[config.mk]
export PLATFORM = sky130hd
export DESIGN_NAME = tcu_capture_compare
export DESIGN_NICKNAME = d
export VERILOG_FILES = /design/src/tcu_pkg.sv /design/src/tcu_capture_compare.sv
export SDC_FILE = /design/constraint.sdc
export NUM_CORES = 1
export LEC_CHECK = 0
export ABC_CLOCK_PERIOD_IN_PS = 4200
export CAP_MARGIN = 5
export CORE_MARGIN = 1
export CORE_UTILIZATION = 45
export DETAILED_ROUTE_END_ITERATION = 10
export DONT_BUFFER_PORTS = 1
export PLACE_DENSITY = 0.59
export SLEW_MARGIN = 10
export SYNTH_ARGS = -nofsm -noshare
export SYNTH_HDL_FRONTEND = slang
export SYNTH_SLANG_ARGS = --single-unit
[constraint.sdc]
create_clock -name clk -period 4.2 [get_ports clk]
set_input_delay 0.21 -clock clk [delete_from_list [all_inputs] [get_ports clk]]
set_output_delay 0.21 -clock clk [all_outputs]
set_load 0.05 [all_outputs]
[src/tcu_pkg.sv]
// Purpose: Shared constants and carriers of the timer capture/compare unit
// Assumes: One state time equals one clk cycle
// Notes:   Register offsets are byte addresses on the plain register port

package tcu_pkg;

	// ----------------------------------------------------------------
	// Register map
	// ----------------------------------------------------------------
	localparam logic [7:0] TCU_OFS_TIME = 8'h04;
	localparam logic [7:0] TCU_OFS_STAT = 8'h06;
	localparam logic [7:0] TCU_OFS_IO_CONTROL_FIRST = 8'h15;
	localparam logic [7:0] TCU_OFS_MODE = 8'h16;
	localparam logic [7:0] TCU_OFS_IO_CONTROL_SECOND = 8'h17;
	localparam logic [7:0] TCU_OFS_IO_STATUS_FIRST = 8'h18;
	localparam logic [7:0] TCU_OFS_IO_STATUS_SECOND = 8'h19;

	// ----------------------------------------------------------------
	// Field positions
	// ----------------------------------------------------------------
	localparam int TCU_IO_CONTROL_SECOND_IRQ_SEL = 7;
	localparam int TCU_IO_CONTROL_SECOND_OUT4_EN = 4;
	localparam int TCU_IO_CONTROL_SECOND_OUT5_EN = 6;
	localparam int TCU_IO_STATUS_SECOND_NONEMPTY = 7;
	localparam int TCU_IO_STATUS_SECOND_FULL = 6;
	localparam int TCU_IO_STATUS_SECOND_T2_OVF = 5;
	localparam int TCU_IO_STATUS_SECOND_T1_OVF = 4;
	localparam int TCU_IO_STATUS_FIRST_BUSY = 7;
	localparam int TCU_IO_STATUS_FIRST_FULL = 6;
	localparam int TCU_TAG_T2 = 6;
	localparam int TCU_TAG_SET = 5;
	localparam int TCU_TAG_IRQ = 4;

	// ----------------------------------------------------------------
	// Encodings and timing
	// ----------------------------------------------------------------
	localparam logic [1:0] TCU_MODE_EIGHTH = 2'h0;
	localparam logic [1:0] TCU_MODE_RISE = 2'h1;
	localparam logic [1:0] TCU_MODE_FALL = 2'h2;
	localparam logic [1:0] TCU_MODE_BOTH = 2'h3;
	localparam logic [3:0] TCU_CH_LINES = 4'h6;
	localparam logic [1:0] TCU_CH_SWT = 2'h2;
	localparam logic [3:0] TCU_CH_T2RST = 4'hE;
	localparam logic [3:0] TCU_CH_CONV = 4'hF;
	localparam logic [2:0] TCU_EIGHTH_LAST = 3'h7;
	localparam logic [2:0] TCU_SWEEP_LAST = 3'h7;
	localparam logic [3:0] TCU_LEVEL_MARK = 4'h6;
	localparam logic [3:0] TCU_FULL_MARK = 4'h7;
	localparam logic [15:0] TCU_TIMER_MAX = 16'hFFFF;

	typedef struct packed {
		logic        rd;
		logic        wr;
		logic [7:0]  addr;
		logic [15:0] wdata;
	} tcu_bus_req_type;

endpackage

[src/tcu_capture_compare.sv]
// Purpose: Timer capture/compare unit with capture buffer and compare file
// Assumes: Register port master per bus rules; pins asynchronous to clk
// Notes:   Capture line 2/3 pins double as output lines 4/5
//
// Our own choice: strobed register access.

`timescale 1ns/1ns

module tcu_capture_compare
	import tcu_pkg::*;
#(
	parameter int FIFO_DEPTH = 7,
	parameter int FILE_DEPTH = 8
)
(
	input  wire logic            clk,
	input  wire logic            resetn,
	input  wire tcu_bus_req_type bus,
	output logic [15:0]          rd_data,
	input  wire logic [3:0]      capture_line_pin,
	input  wire logic            t2_clock_pin,
	output logic [5:0]           output_line,
	output logic [1:0]           output_line_oe,
	output logic                 capture_irq,
	output logic                 swtimer_irq,
	output logic                 conv_start
);

	// ----------------------------------------------------------------
	// Elaboration checks
	// ----------------------------------------------------------------
	// Status thresholds and the 3-bit sweep counter fix both depths
	if (FIFO_DEPTH != 7)
		$error("FIFO_DEPTH must be 7");
	if (FILE_DEPTH != 8)
		$error("FILE_DEPTH must be 8");

	// ----------------------------------------------------------------
	// State
	// ----------------------------------------------------------------
	typedef struct packed {
		logic [4:0]                  sync1;
		logic [4:0]                  sync2;
		logic [4:0]                  prev;
		logic [2:0]                  slot;
		logic [15:0]                 t1;
		logic [15:0]                 t2;
		logic                        t2_pend;
		logic [7:0]                  io_control_first;
		logic [7:0]                  mode;
		logic [7:0]                  io_control_second;
		logic [5:0]                  flags;
		logic [3:0][2:0]             pcnt;
		logic [FIFO_DEPTH-1:0][19:0] fifo;
		logic [2:0]                  wp;
		logic [2:0]                  rp;
		logic [3:0]                  cnt;
		logic                        lvl;
		logic                        hold_v;
		logic [19:0]                 hold;
		logic [6:0]                  tag;
		logic                        ch_v;
		logic [15:0]                 ch_time;
		logic [6:0]                  ch_tag;
		logic [FILE_DEPTH-1:0]       fv;
		logic [FILE_DEPTH-1:0][15:0] ft;
		logic [FILE_DEPTH-1:0][6:0]  ftag;
		logic [5:0]                  pv;
		logic [5:0]                  pval;
		logic [3:0]                  pflag;
		logic                        pirq;
		logic                        pconv;
		logic                        pt2rst;
		logic [5:0]                  outs;
		logic                        cap_irq;
		logic                        swt_irq;
		logic                        conv;
		logic [15:0]                 rdata;
	} tcu_state_type;

	tcu_state_type s;
	tcu_state_type next_s;

	// ----------------------------------------------------------------
	// Next state
	// ----------------------------------------------------------------
	always_comb
	begin
		logic       tick;
		logic       ev;
		logic       move;
		logic       push;
		logic       rise;
		logic       fall;
		logic       level;
		logic [3:0] hit;
		logic [3:0] chan;
		logic [6:0] etag;
		logic [15:0] ref_time;
		tick = 1'b0;
		ev = 1'b0;
		move = 1'b0;
		push = 1'b0;
		rise = 1'b0;
		fall = 1'b0;
		level = 1'b0;
		hit = 4'h0;
		chan = 4'h0;
		etag = 7'h00;
		ref_time = 16'h0000;
		next_s = s;
		next_s.cap_irq = 1'b0;
		next_s.swt_irq = 1'b0;
		next_s.conv = 1'b0;
		next_s.rdata = 16'h0000;

		// Pins pass two flops; edges are taken from the second stage only
		next_s.sync1 = {t2_clock_pin, capture_line_pin};
		next_s.sync2 = s.sync1;
		next_s.prev = s.sync2;
		next_s.slot = s.slot + 3'h1;
		tick = (s.slot == TCU_SWEEP_LAST);

		// ------------------------------------------------------------
		// Register reads and their side effects
		// ------------------------------------------------------------
		if (bus.rd)
		begin
			unique case (bus.addr)
				TCU_OFS_TIME:
				begin
					// An empty holding register reads stale time and pops nothing
					next_s.rdata = s.hold[15:0];
					next_s.hold_v = 1'b0;
				end
				TCU_OFS_STAT:
					next_s.rdata = {8'h00, s.sync2[3:0], s.hold[19:16]};
				TCU_OFS_IO_CONTROL_FIRST:
					next_s.rdata = {8'h00, s.io_control_first};
				TCU_OFS_MODE:
					next_s.rdata = {8'h00, s.mode};
				TCU_OFS_IO_CONTROL_SECOND:
					next_s.rdata = {8'h00, s.io_control_second};
				TCU_OFS_IO_STATUS_FIRST:
				begin
					next_s.rdata = {8'h00, 2'h0, s.outs};
					next_s.rdata[TCU_IO_STATUS_FIRST_BUSY] = s.ch_v;
					next_s.rdata[TCU_IO_STATUS_FIRST_FULL] = s.ch_v | (&s.fv);
				end
				TCU_OFS_IO_STATUS_SECOND:
				begin
					next_s.rdata = {8'h00, 2'h0, s.flags};
					next_s.rdata[TCU_IO_STATUS_SECOND_NONEMPTY] = (s.cnt != 4'h0);
					next_s.rdata[TCU_IO_STATUS_SECOND_FULL] = (s.cnt >= TCU_FULL_MARK);
					// Flags raised in this same cycle are set again below, so set wins
					next_s.flags = 6'h00;
				end
				default:
					next_s.rdata = 16'h0000;
			endcase
		end

		// ------------------------------------------------------------
		// Timers
		// ------------------------------------------------------------
		if (tick)
		begin
			next_s.t1 = s.t1 + 16'h0001;
			if (s.t1 == TCU_TIMER_MAX)
				next_s.flags[TCU_IO_STATUS_SECOND_T1_OVF] = 1'b1;
		end
		// Edges are held until the next sweep end so no count is lost
		// Two edges inside one sweep merge into a single count
		if (s.sync2[4] != s.prev[4])
			next_s.t2_pend = 1'b1;
		else if (tick)
			next_s.t2_pend = 1'b0;
		if (tick && s.t2_pend)
		begin
			next_s.t2 = s.t2 + 16'h0001;
			if (s.t2 == TCU_TIMER_MAX)
				next_s.flags[TCU_IO_STATUS_SECOND_T2_OVF] = 1'b1;
		end

		// ------------------------------------------------------------
		// Capture detection
		// ------------------------------------------------------------
		for (int i = 0; i < 4; i++)
		begin
			rise = s.sync2[i] & ~s.prev[i];
			fall = ~s.sync2[i] & s.prev[i];
			if (s.io_control_first[i])
			begin
				// The eighth-edge counter keeps its phase across mode changes
				unique case (s.mode[2*i +: 2])
					TCU_MODE_EIGHTH:
					begin
						if (rise)
						begin
							next_s.pcnt[i] = s.pcnt[i] + 3'h1;
							hit[i] = (s.pcnt[i] == TCU_EIGHTH_LAST);
						end
					end
					TCU_MODE_RISE:
						hit[i] = rise;
					TCU_MODE_FALL:
						hit[i] = fall;
					TCU_MODE_BOTH:
						hit[i] = rise | fall;
				endcase
			end
		end
		// Simultaneous events on several lines share one record
		ev = |hit;

		// ------------------------------------------------------------
		// Capture buffer and holding register
		// ------------------------------------------------------------
		move = !s.hold_v && (s.cnt != 4'h0);
		push = ev && ((s.cnt < TCU_FULL_MARK) || move);
		if (move)
		begin
			next_s.hold = s.fifo[s.rp];
			next_s.hold_v = 1'b1;
			next_s.rp = (s.rp == 3'(FIFO_DEPTH - 1)) ? 3'h0 : s.rp + 3'h1;
		end
		if (push)
		begin
			next_s.fifo[s.wp] = {s.sync2[3:0], s.t1};
			next_s.wp = (s.wp == 3'(FIFO_DEPTH - 1)) ? 3'h0 : s.wp + 3'h1;
		end
		next_s.cnt = s.cnt + {3'h0, push} - {3'h0, move};
		level = (next_s.cnt >= TCU_LEVEL_MARK);
		next_s.lvl = level;
		// Level mode pulses only on the crossing to six; dropping below six re-arms it
		if (s.io_control_second[TCU_IO_CONTROL_SECOND_IRQ_SEL])
			next_s.cap_irq = level && !s.lvl;
		else
			next_s.cap_irq = move;

		// ------------------------------------------------------------
		// Compare sweep
		// ------------------------------------------------------------
		etag = s.ftag[s.slot];
		ref_time = etag[TCU_TAG_T2] ? s.t2 : s.t1;
		chan = etag[3:0];
		if (s.fv[s.slot] && (s.ft[s.slot] == ref_time))
		begin
			next_s.fv[s.slot] = 1'b0;
			if (chan < TCU_CH_LINES)
			begin
				// Last match in a sweep wins, so an opposite action cancels
				next_s.pv[chan[2:0]] = 1'b1;
				next_s.pval[chan[2:0]] = etag[TCU_TAG_SET];
			end
			else if (chan[3:2] == TCU_CH_SWT)
			begin
				next_s.pflag[chan[1:0]] = 1'b1;
				next_s.pirq = 1'b1;
			end
			else if (chan == TCU_CH_T2RST)
			begin
				next_s.pt2rst = 1'b1;
				next_s.pirq = next_s.pirq | etag[TCU_TAG_IRQ];
			end
			else if (chan == TCU_CH_CONV)
			begin
				next_s.pconv = 1'b1;
				next_s.pirq = next_s.pirq | etag[TCU_TAG_IRQ];
			end
			else
				next_s.pirq = next_s.pirq | etag[TCU_TAG_IRQ];
		end
		// The comparator never looks at the holding register
		if (s.ch_v && !next_s.fv[s.slot])
		begin
			next_s.fv[s.slot] = 1'b1;
			next_s.ft[s.slot] = s.ch_time;
			next_s.ftag[s.slot] = s.ch_tag;
			next_s.ch_v = 1'b0;
		end

		// ------------------------------------------------------------
		// Register writes
		// ------------------------------------------------------------
		if (bus.wr)
		begin
			unique case (bus.addr)
				TCU_OFS_TIME:
				begin
					next_s.ch_v = 1'b1;
					next_s.ch_time = bus.wdata;
					next_s.ch_tag = s.tag;
				end
				TCU_OFS_STAT:
					next_s.tag = bus.wdata[6:0];
				TCU_OFS_IO_CONTROL_FIRST:
					next_s.io_control_first = bus.wdata[7:0];
				TCU_OFS_MODE:
					next_s.mode = bus.wdata[7:0];
				TCU_OFS_IO_CONTROL_SECOND:
					next_s.io_control_second = bus.wdata[7:0];
				default:
					next_s.io_control_first = s.io_control_first;
			endcase
		end

		// ------------------------------------------------------------
		// Apply collected actions at the end of each sweep
		// ------------------------------------------------------------
		if (tick)
		begin
			// Outputs move only at sweep ends, at most one change per eight cycles
			for (int k = 0; k < 6; k++)
			begin
				if (next_s.pv[k])
					next_s.outs[k] = next_s.pval[k];
			end
			next_s.flags[3:0] = next_s.flags[3:0] | next_s.pflag;
			next_s.swt_irq = next_s.pirq;
			next_s.conv = next_s.pconv;
			// Reset wins over a same-sweep count; stale entries stay put
			if (next_s.pt2rst)
				next_s.t2 = 16'h0000;
			next_s.pv = 6'h00;
			next_s.pflag = 4'h0;
			next_s.pirq = 1'b0;
			next_s.pconv = 1'b0;
			next_s.pt2rst = 1'b0;
		end
	end

	// ----------------------------------------------------------------
	// Registers
	// ----------------------------------------------------------------
	always_ff @(posedge clk or negedge resetn)
	begin
		if (!resetn)
			s <= '0;
		else
			s <= next_s;
	end

	// ----------------------------------------------------------------
	// Outputs
	// ----------------------------------------------------------------
	assign rd_data = s.rdata;
	assign output_line = s.outs;
	assign output_line_oe = {s.io_control_second[TCU_IO_CONTROL_SECOND_OUT5_EN], s.io_control_second[TCU_IO_CONTROL_SECOND_OUT4_EN]};
	assign capture_irq = s.cap_irq;
	assign swtimer_irq = s.swt_irq;
	assign conv_start = s.conv;

endmodule // tcu_capture_compare

Word level (Yosys, flattened, before mapping)
Index checks and enable logic that the tools add are counted.
{ "word_totals": {"in_bits": 33, "reg_bits": 532} }
{ "classes": {"magnitude_cmp": 13, "n_eq_ne": 33, "n_addsub": 11, "n_reduce_logical": 40, "bitwise": 28, "muxes": 82} }
{ "op_table": {"columns": ["cell", "n"], "rows": [
  ["two-way mux 192 bit", 1],
  ["bitwise mux 140 bit", 1],
  ["bitwise mux 128 bit", 1],
  ["two-way mux 16 bit", 7],
  ["one-hot mux 16 bit (7 select lines)", 1],
  ["binary-select mux 20 bit (select 3 bit)", 1],
  ["demux 20 bit (select 3 bit)", 1],
  ["bitwise mux 56 bit", 1],
  ["binary-select mux 16 bit (select 3 bit)", 1],
  ["demux 16 bit (select 3 bit)", 1],
  ["two-way mux 24 bit", 2],
  ["== test 8 x 5 -> 1 bit (second input constant)", 5],
  ["two-way mux 20 bit", 2],
  ["two-way mux 1 bit", 33],
  ["adder 16 x 1 -> 16 bit (second input constant)", 2],
  ["== test 16 bit (second input constant)", 2],
  ["AND reduction 2 bit", 12],
  ["adder 3 x 1 -> 3 bit (second input constant)", 7],
  ["binary-select mux 7 bit (select 3 bit)", 1],
  ["demux 7 bit (select 3 bit)", 1],
  ["== test 3 bit (second input constant)", 7],
  ["two-way mux 21 bit", 1],
  ["two-way mux 7 bit", 3],
  ["two-way mux 19 bit", 1],
  ["other kinds (43)", 112]
]} }

Longest topological paths before layout
{ "logic_depth": {"depth_word": 14, "ltp_mapped": 16, "depth_no_buf": 16} }

Least setup slack after synthesis
Ideal clock, no wire load.
{ "synth_path": {"path_type": "flip-flop to flip-flop", "from": "register s[514] (netlist bit)", "to": "register s[148] (netlist bit)", "t_required_ns": 4.072, "synth_period_minus_slack_ns": 3.512, "arrival_ns": 3.384, "setup_ns": 0.128, "stages_incl_launch_ff": 14, "path_buffers": 4, "slack_ns": 0.688, "path_cell_list": "dfrtp_1 > or2_1 > buf_2 > o22a_1 > buf_2 > a21boi_2 > nor3_1 > or4b_4 > nor4_4 > nand3_2 > buf_6 > a211oi_4 > buf_4 > mux2_1"} }
{ "synth_via": {"elab_chain_cells": 11, "word_cells_on_any_way": 24} }
{ "synth_rtl": {"columns": ["item", "line_no", "rtl"], "rows": [
  ["start, declared", "tcu_capture_compare.sv:81", "tcu_state_type s;"],
  ["start signal, assigned", "tcu_capture_compare.sv:341", "s <= next_s;"],
  ["less-than comparator 3 x 4 -> 1 bit (not written as such) or >= comparator 3 x 1 -> 1 bit (tied branches)", "tcu_capture_compare.sv:249, tcu_capture_compare.sv:278", null],
  ["logical AND 1 bit (not written as such)", "tcu_capture_compare.sv:249, tcu_capture_compare.sv:278", null],
  ["two-way mux 1 bit (not written as such)", "tcu_capture_compare.sv:249", "next_s.fv[s.slot] = 1'b0;"],
  ["demux 1 bit (select 3 bit)", "tcu_capture_compare.sv:249", null],
  ["inverter 8 bit (no line)", null, null],
  ["AND 8 bit (no line)", null, null],
  ["two-way mux 8 bit", "tcu_capture_compare.sv:247", "if (s.fv[s.slot] && (s.ft[s.slot] == ref_time))"],
  ["binary-select mux 1 bit (select 3 bit)", "tcu_capture_compare.sv:275", "if (s.ch_v && !next_s.fv[s.slot])"],
  ["two-way mux 1 bit (not written as such)", "tcu_capture_compare.sv:275", null],
  ["zero test 1 bit", "tcu_capture_compare.sv:275", null],
  ["logical AND 1 bit", "tcu_capture_compare.sv:275", null]
]} }
Several ways; a longest one is shown, not always the timed one. The select of a mux whose other input is x is not followed.
A chain may end at the register's enable or synchronous reset.

Worst setup path after layout
{ "layout_path": {"from": "register s[515] (netlist bit)", "to": "register s[224] (netlist bit)"} }
Same word-level chain as after synthesis.

==> impl_metrics.json <==
{
  "crit_fanout": 26,
  "power_density_mw_per_mm2": 400,
  "fillCellCount": 4450,
  "wl_per_cell_um": 22.9,
  "postCtsHoldBufs": 27,
  "synth_cell_types": 78,
  "period_needed_ns": 4.03,
  "r2r_slack_ns": 0.17,
  "startpoint_type": "register",
  "area_growth_pct": 12.2,
  "syn_inst": 1857,
  "die_x_um": 234,
  "critPathTopFamily": "compound AO/OA/AOI/OAI gates",
  "cp.arrival_ns": 4.51,
  "synth_fa_ha_area_share_pct": 1.37,
  "required_ns": 4.68,
  "clock_power_share_pct": 47.1,
  "cts-root-buf": "clkbuf_16",
  "synth_edf_count": 0,
  "hold_class": "input pin to async pin",
  "drtIter0Drc": 1217,
  "fmax_ghz": 0.248,
  "crit_type": "register to register",
  "syn_avg_cell_area_um2": 13.1,
  "io_pins": 60,
  "setup_tns_ns": 0,
  "setup_ws_ns": 0.170,
  "layout_common_cells": "527 x dfrtp_1, 332 x mux2_2, 106 x nand2_1, 76 x mux2_1, 75 x o21ai_0",
  "r2r_cells": 12,
  "via_per_inst": 5.80,
  "clk_latency_ns": 0.62,
  "wirelength_um": 59500,
  "vias": 15064,
  "maxSlewViolCount": 343,
  "drc": 0,
  "finalHoldViolCount": 532,
  "path_cells": "buf_12 > clkinv_1 > o221ai_1 > a222oi_1 > and3_1 > o22ai_1 > nor4_2 > nand3_2 > buf_4 > a21oi_2 > buf_12 > mux2_2",
  "crit_path_end_kind": "register",
  "power.net_switching_mw": 2.39,
  "placement.io_buffers": 0,
  "synth_area_mm2": 0.0243,
  "synth_compound_area_share_pct": 7.15,
  "maxCapViolCount": 0,
  "start_util_pct": 45.9,
  "violations": "hold timing, slew limit",
  "post-cts-setup-buffer-count": 0,
  "fin_crit_sh_pct": 96.0,
  "rsz0062_at_grt": "false",
  "crit_top_cell": "buf_12",
  "die_area_mm2": 0.0549,
  "synth_top_family_by_area": "multiplexers",
  "grt_pass1_vias": 15634,
  "grt_pass1_wl_um": 93600,
  "cp.buffers_inverters": 4,
  "comb_power_share_pct": 3.9,
  "syn_nets": 1916,
  "fp-row-count": 84,
  "layout_commonest_cell": "dfrtp_1",
  "grt_max_degree": 533,
  "power_leakage_nw": 13.0,
  "antenna_found_initial": 1,
  "seqPwrFrac_pct": 49.0,
  "slowest_delay_ns": 0.62,
  "place_ws_ns": 0.251,
  "clk_pin_slew_ns": 0.06,
  "synth_mux_area_share_pct": 25.3,
  "worst_pin_slew_ns": 2.10,
  "cts_tree": "done",
  "die_height_um": 234,
  "yosys_warnings": 0,
  "holdWs_ns": -0.678,
  "worstReg2RegStart": "s[515]",
  "crit_start": "s[515]",
  "gp_congestion": 0.855,
  "ys_ff_latch": 532,
  "p_int_mw": 8.52,
  "dr.pass1.iters": 5,
  "synth_xor_area_share_pct": 1.51,
  "final_nets": 1919,
  "relSlewSlack_pct": -39.9,
  "synth_flop_cell": "dfrtp_1",
  "swShare_pct": 21.9,
  "drive_above_1_share_pct": 29.0,
  "clockBufferDepth": 3,
  "setup_violations": 0,
  "status": "complete, but fails checks",
  "grt_overflow": 0,
  "core_mm2": 0.0530,
  "synth_seq_area_share_pct": 54.8,
  "numCtsBuffers": 55,
  "clock_sinks": 532,
  "slowest_stage": "a222oi_1",
  "synthArstFlopShare_pct": 100,
  "grt_usage_pct": 22.4,
  "postRouteAntennaNets": 0,
  "skew_ns": 0.0280,
  "irDropWorstVdd_mv": 0.256,
  "dpl.hpwl_um": 37900,
  "cts_max_level": 2,
  "synth-simple-area-share_pct": 6.56,
  "r2r_end": "s[224]"
}
-- per-stage QoR --
step | total power [mW] | hold WS (ns) | util [%] | instances | area, µm²
after floorplan | 5.70 | -0.0856 | - | 1857 | 24300
after global placement | 5.82 | -0.0612 | 47.3 | 2464 | 25000
after detailed placement | 5.84 | -0.0564 | 47.3 | 2464 | 25000
after CTS | 11.0 | -0.715 | 51.5 | 2594 | 27300
after global routing | 11.3 | -0.720 | 51.5 | 2594 | 27300
final | 10.9 | -0.678 | 51.5 | 2597 | 27300
-- repair_timing --
item                                   4_1_cts  5_1_grt
resized for setup                            0        1
setup endpoints to repair                    0       30
endpoints found under the hold margin      601      532
-- power by group through the flow --
stage	Sequential [mW]	Combinational, mW	Clock, mW
finish	5.34	0.428	5.14
global route	5.36	0.483	5.46
CTS	5.34	0.439	5.26
detailed placement	5.44	0.404	0
global placement	5.43	0.394	0
floorplan	5.37	0.331	0
-- cells in the mapped netlist, drive strengths merged, types with 9 or more instances --
library cell | count | area (µm²)
dfrtp | 532 | 13300
o22ai | 10 | 62.6
o21a | 9 | 67.6
a21oi | 34 | 181
nor2b | 11 | 68.8
nand3 | 25 | 130
inv | 32 | 120
xnor2 | 24 | 210
nor2 | 51 | 194
a21o | 12 | 90.1
clkbuf | 70 | 263
mux2 | 408 | 4590
and3 | 18 | 113
o221ai | 13 | 114
nor3 | 32 | 160
nand2b | 10 | 62.6
nand4 | 12 | 75.1
a222oi | 10 | 100
mux4 | 41 | 923
buf | 72 | 424
ha | 25 | 313
a31oi | 17 | 106
o21ai | 76 | 380
mux2i | 62 | 621
o211ai | 24 | 180
xor2 | 18 | 158
and2 | 11 | 68.8
nand2 | 106 | 398
-- state kept, by name, summed over array words and instances (netlist names) --
register,flops
output_line,6
next_s,10
output_line_oe,2
swtimer_irq,1
s,495
capture_irq,1
conv_start,1
rd_data,16
-- area by class of cell --
type | count | area [µm²] | share of cell area, %
clock buffers | 89 | 1730 | 6.33
clock inverters | 14 | 210 | 0.771
repair buffers | 88 | 816 | 2.99
multi-input cells | 1150 | 10200 | 37.4
well taps | 688 | 861 | 3.16
diodes | 3 | 7.51 | 0.0275
inverters | 33 | 124 | 0.454
flip-flops and latches | 532 | 13300 | 48.9
-- worst max path at each step --
stage / end / cells past startpoint
after floorplan: s[148] / 13
after global placement: s[209] / 12
after detailed placement: s[224] / 12
after CTS: s[208] / 12
after global routing: s[220] / 12
final: s[224] / 12
-- cells by family after synthesis --
| group | count (synthesis) |
|---|---|
| XOR/XNOR | 42 |
| flip-flops | 532 |
| adder cells (fa/ha/maj) | 26 |
| multiplexers | 511 |
| AND/OR/NAND/NOR | 315 |
| buffers and inverters | 175 |
| AO/OA/AOI/OAI | 256 |
-- metal layers --
metal	part of all wire (%)	vias to the layer above	global-route usage (%)
li1	-	6750	-
met1	47	7889	31.7
met2	47	352	35.5
met3	4.9	73	4.11
met4	1.8	0	5.32
met5	0	-	0
Power figures use the tool's default switching activity.
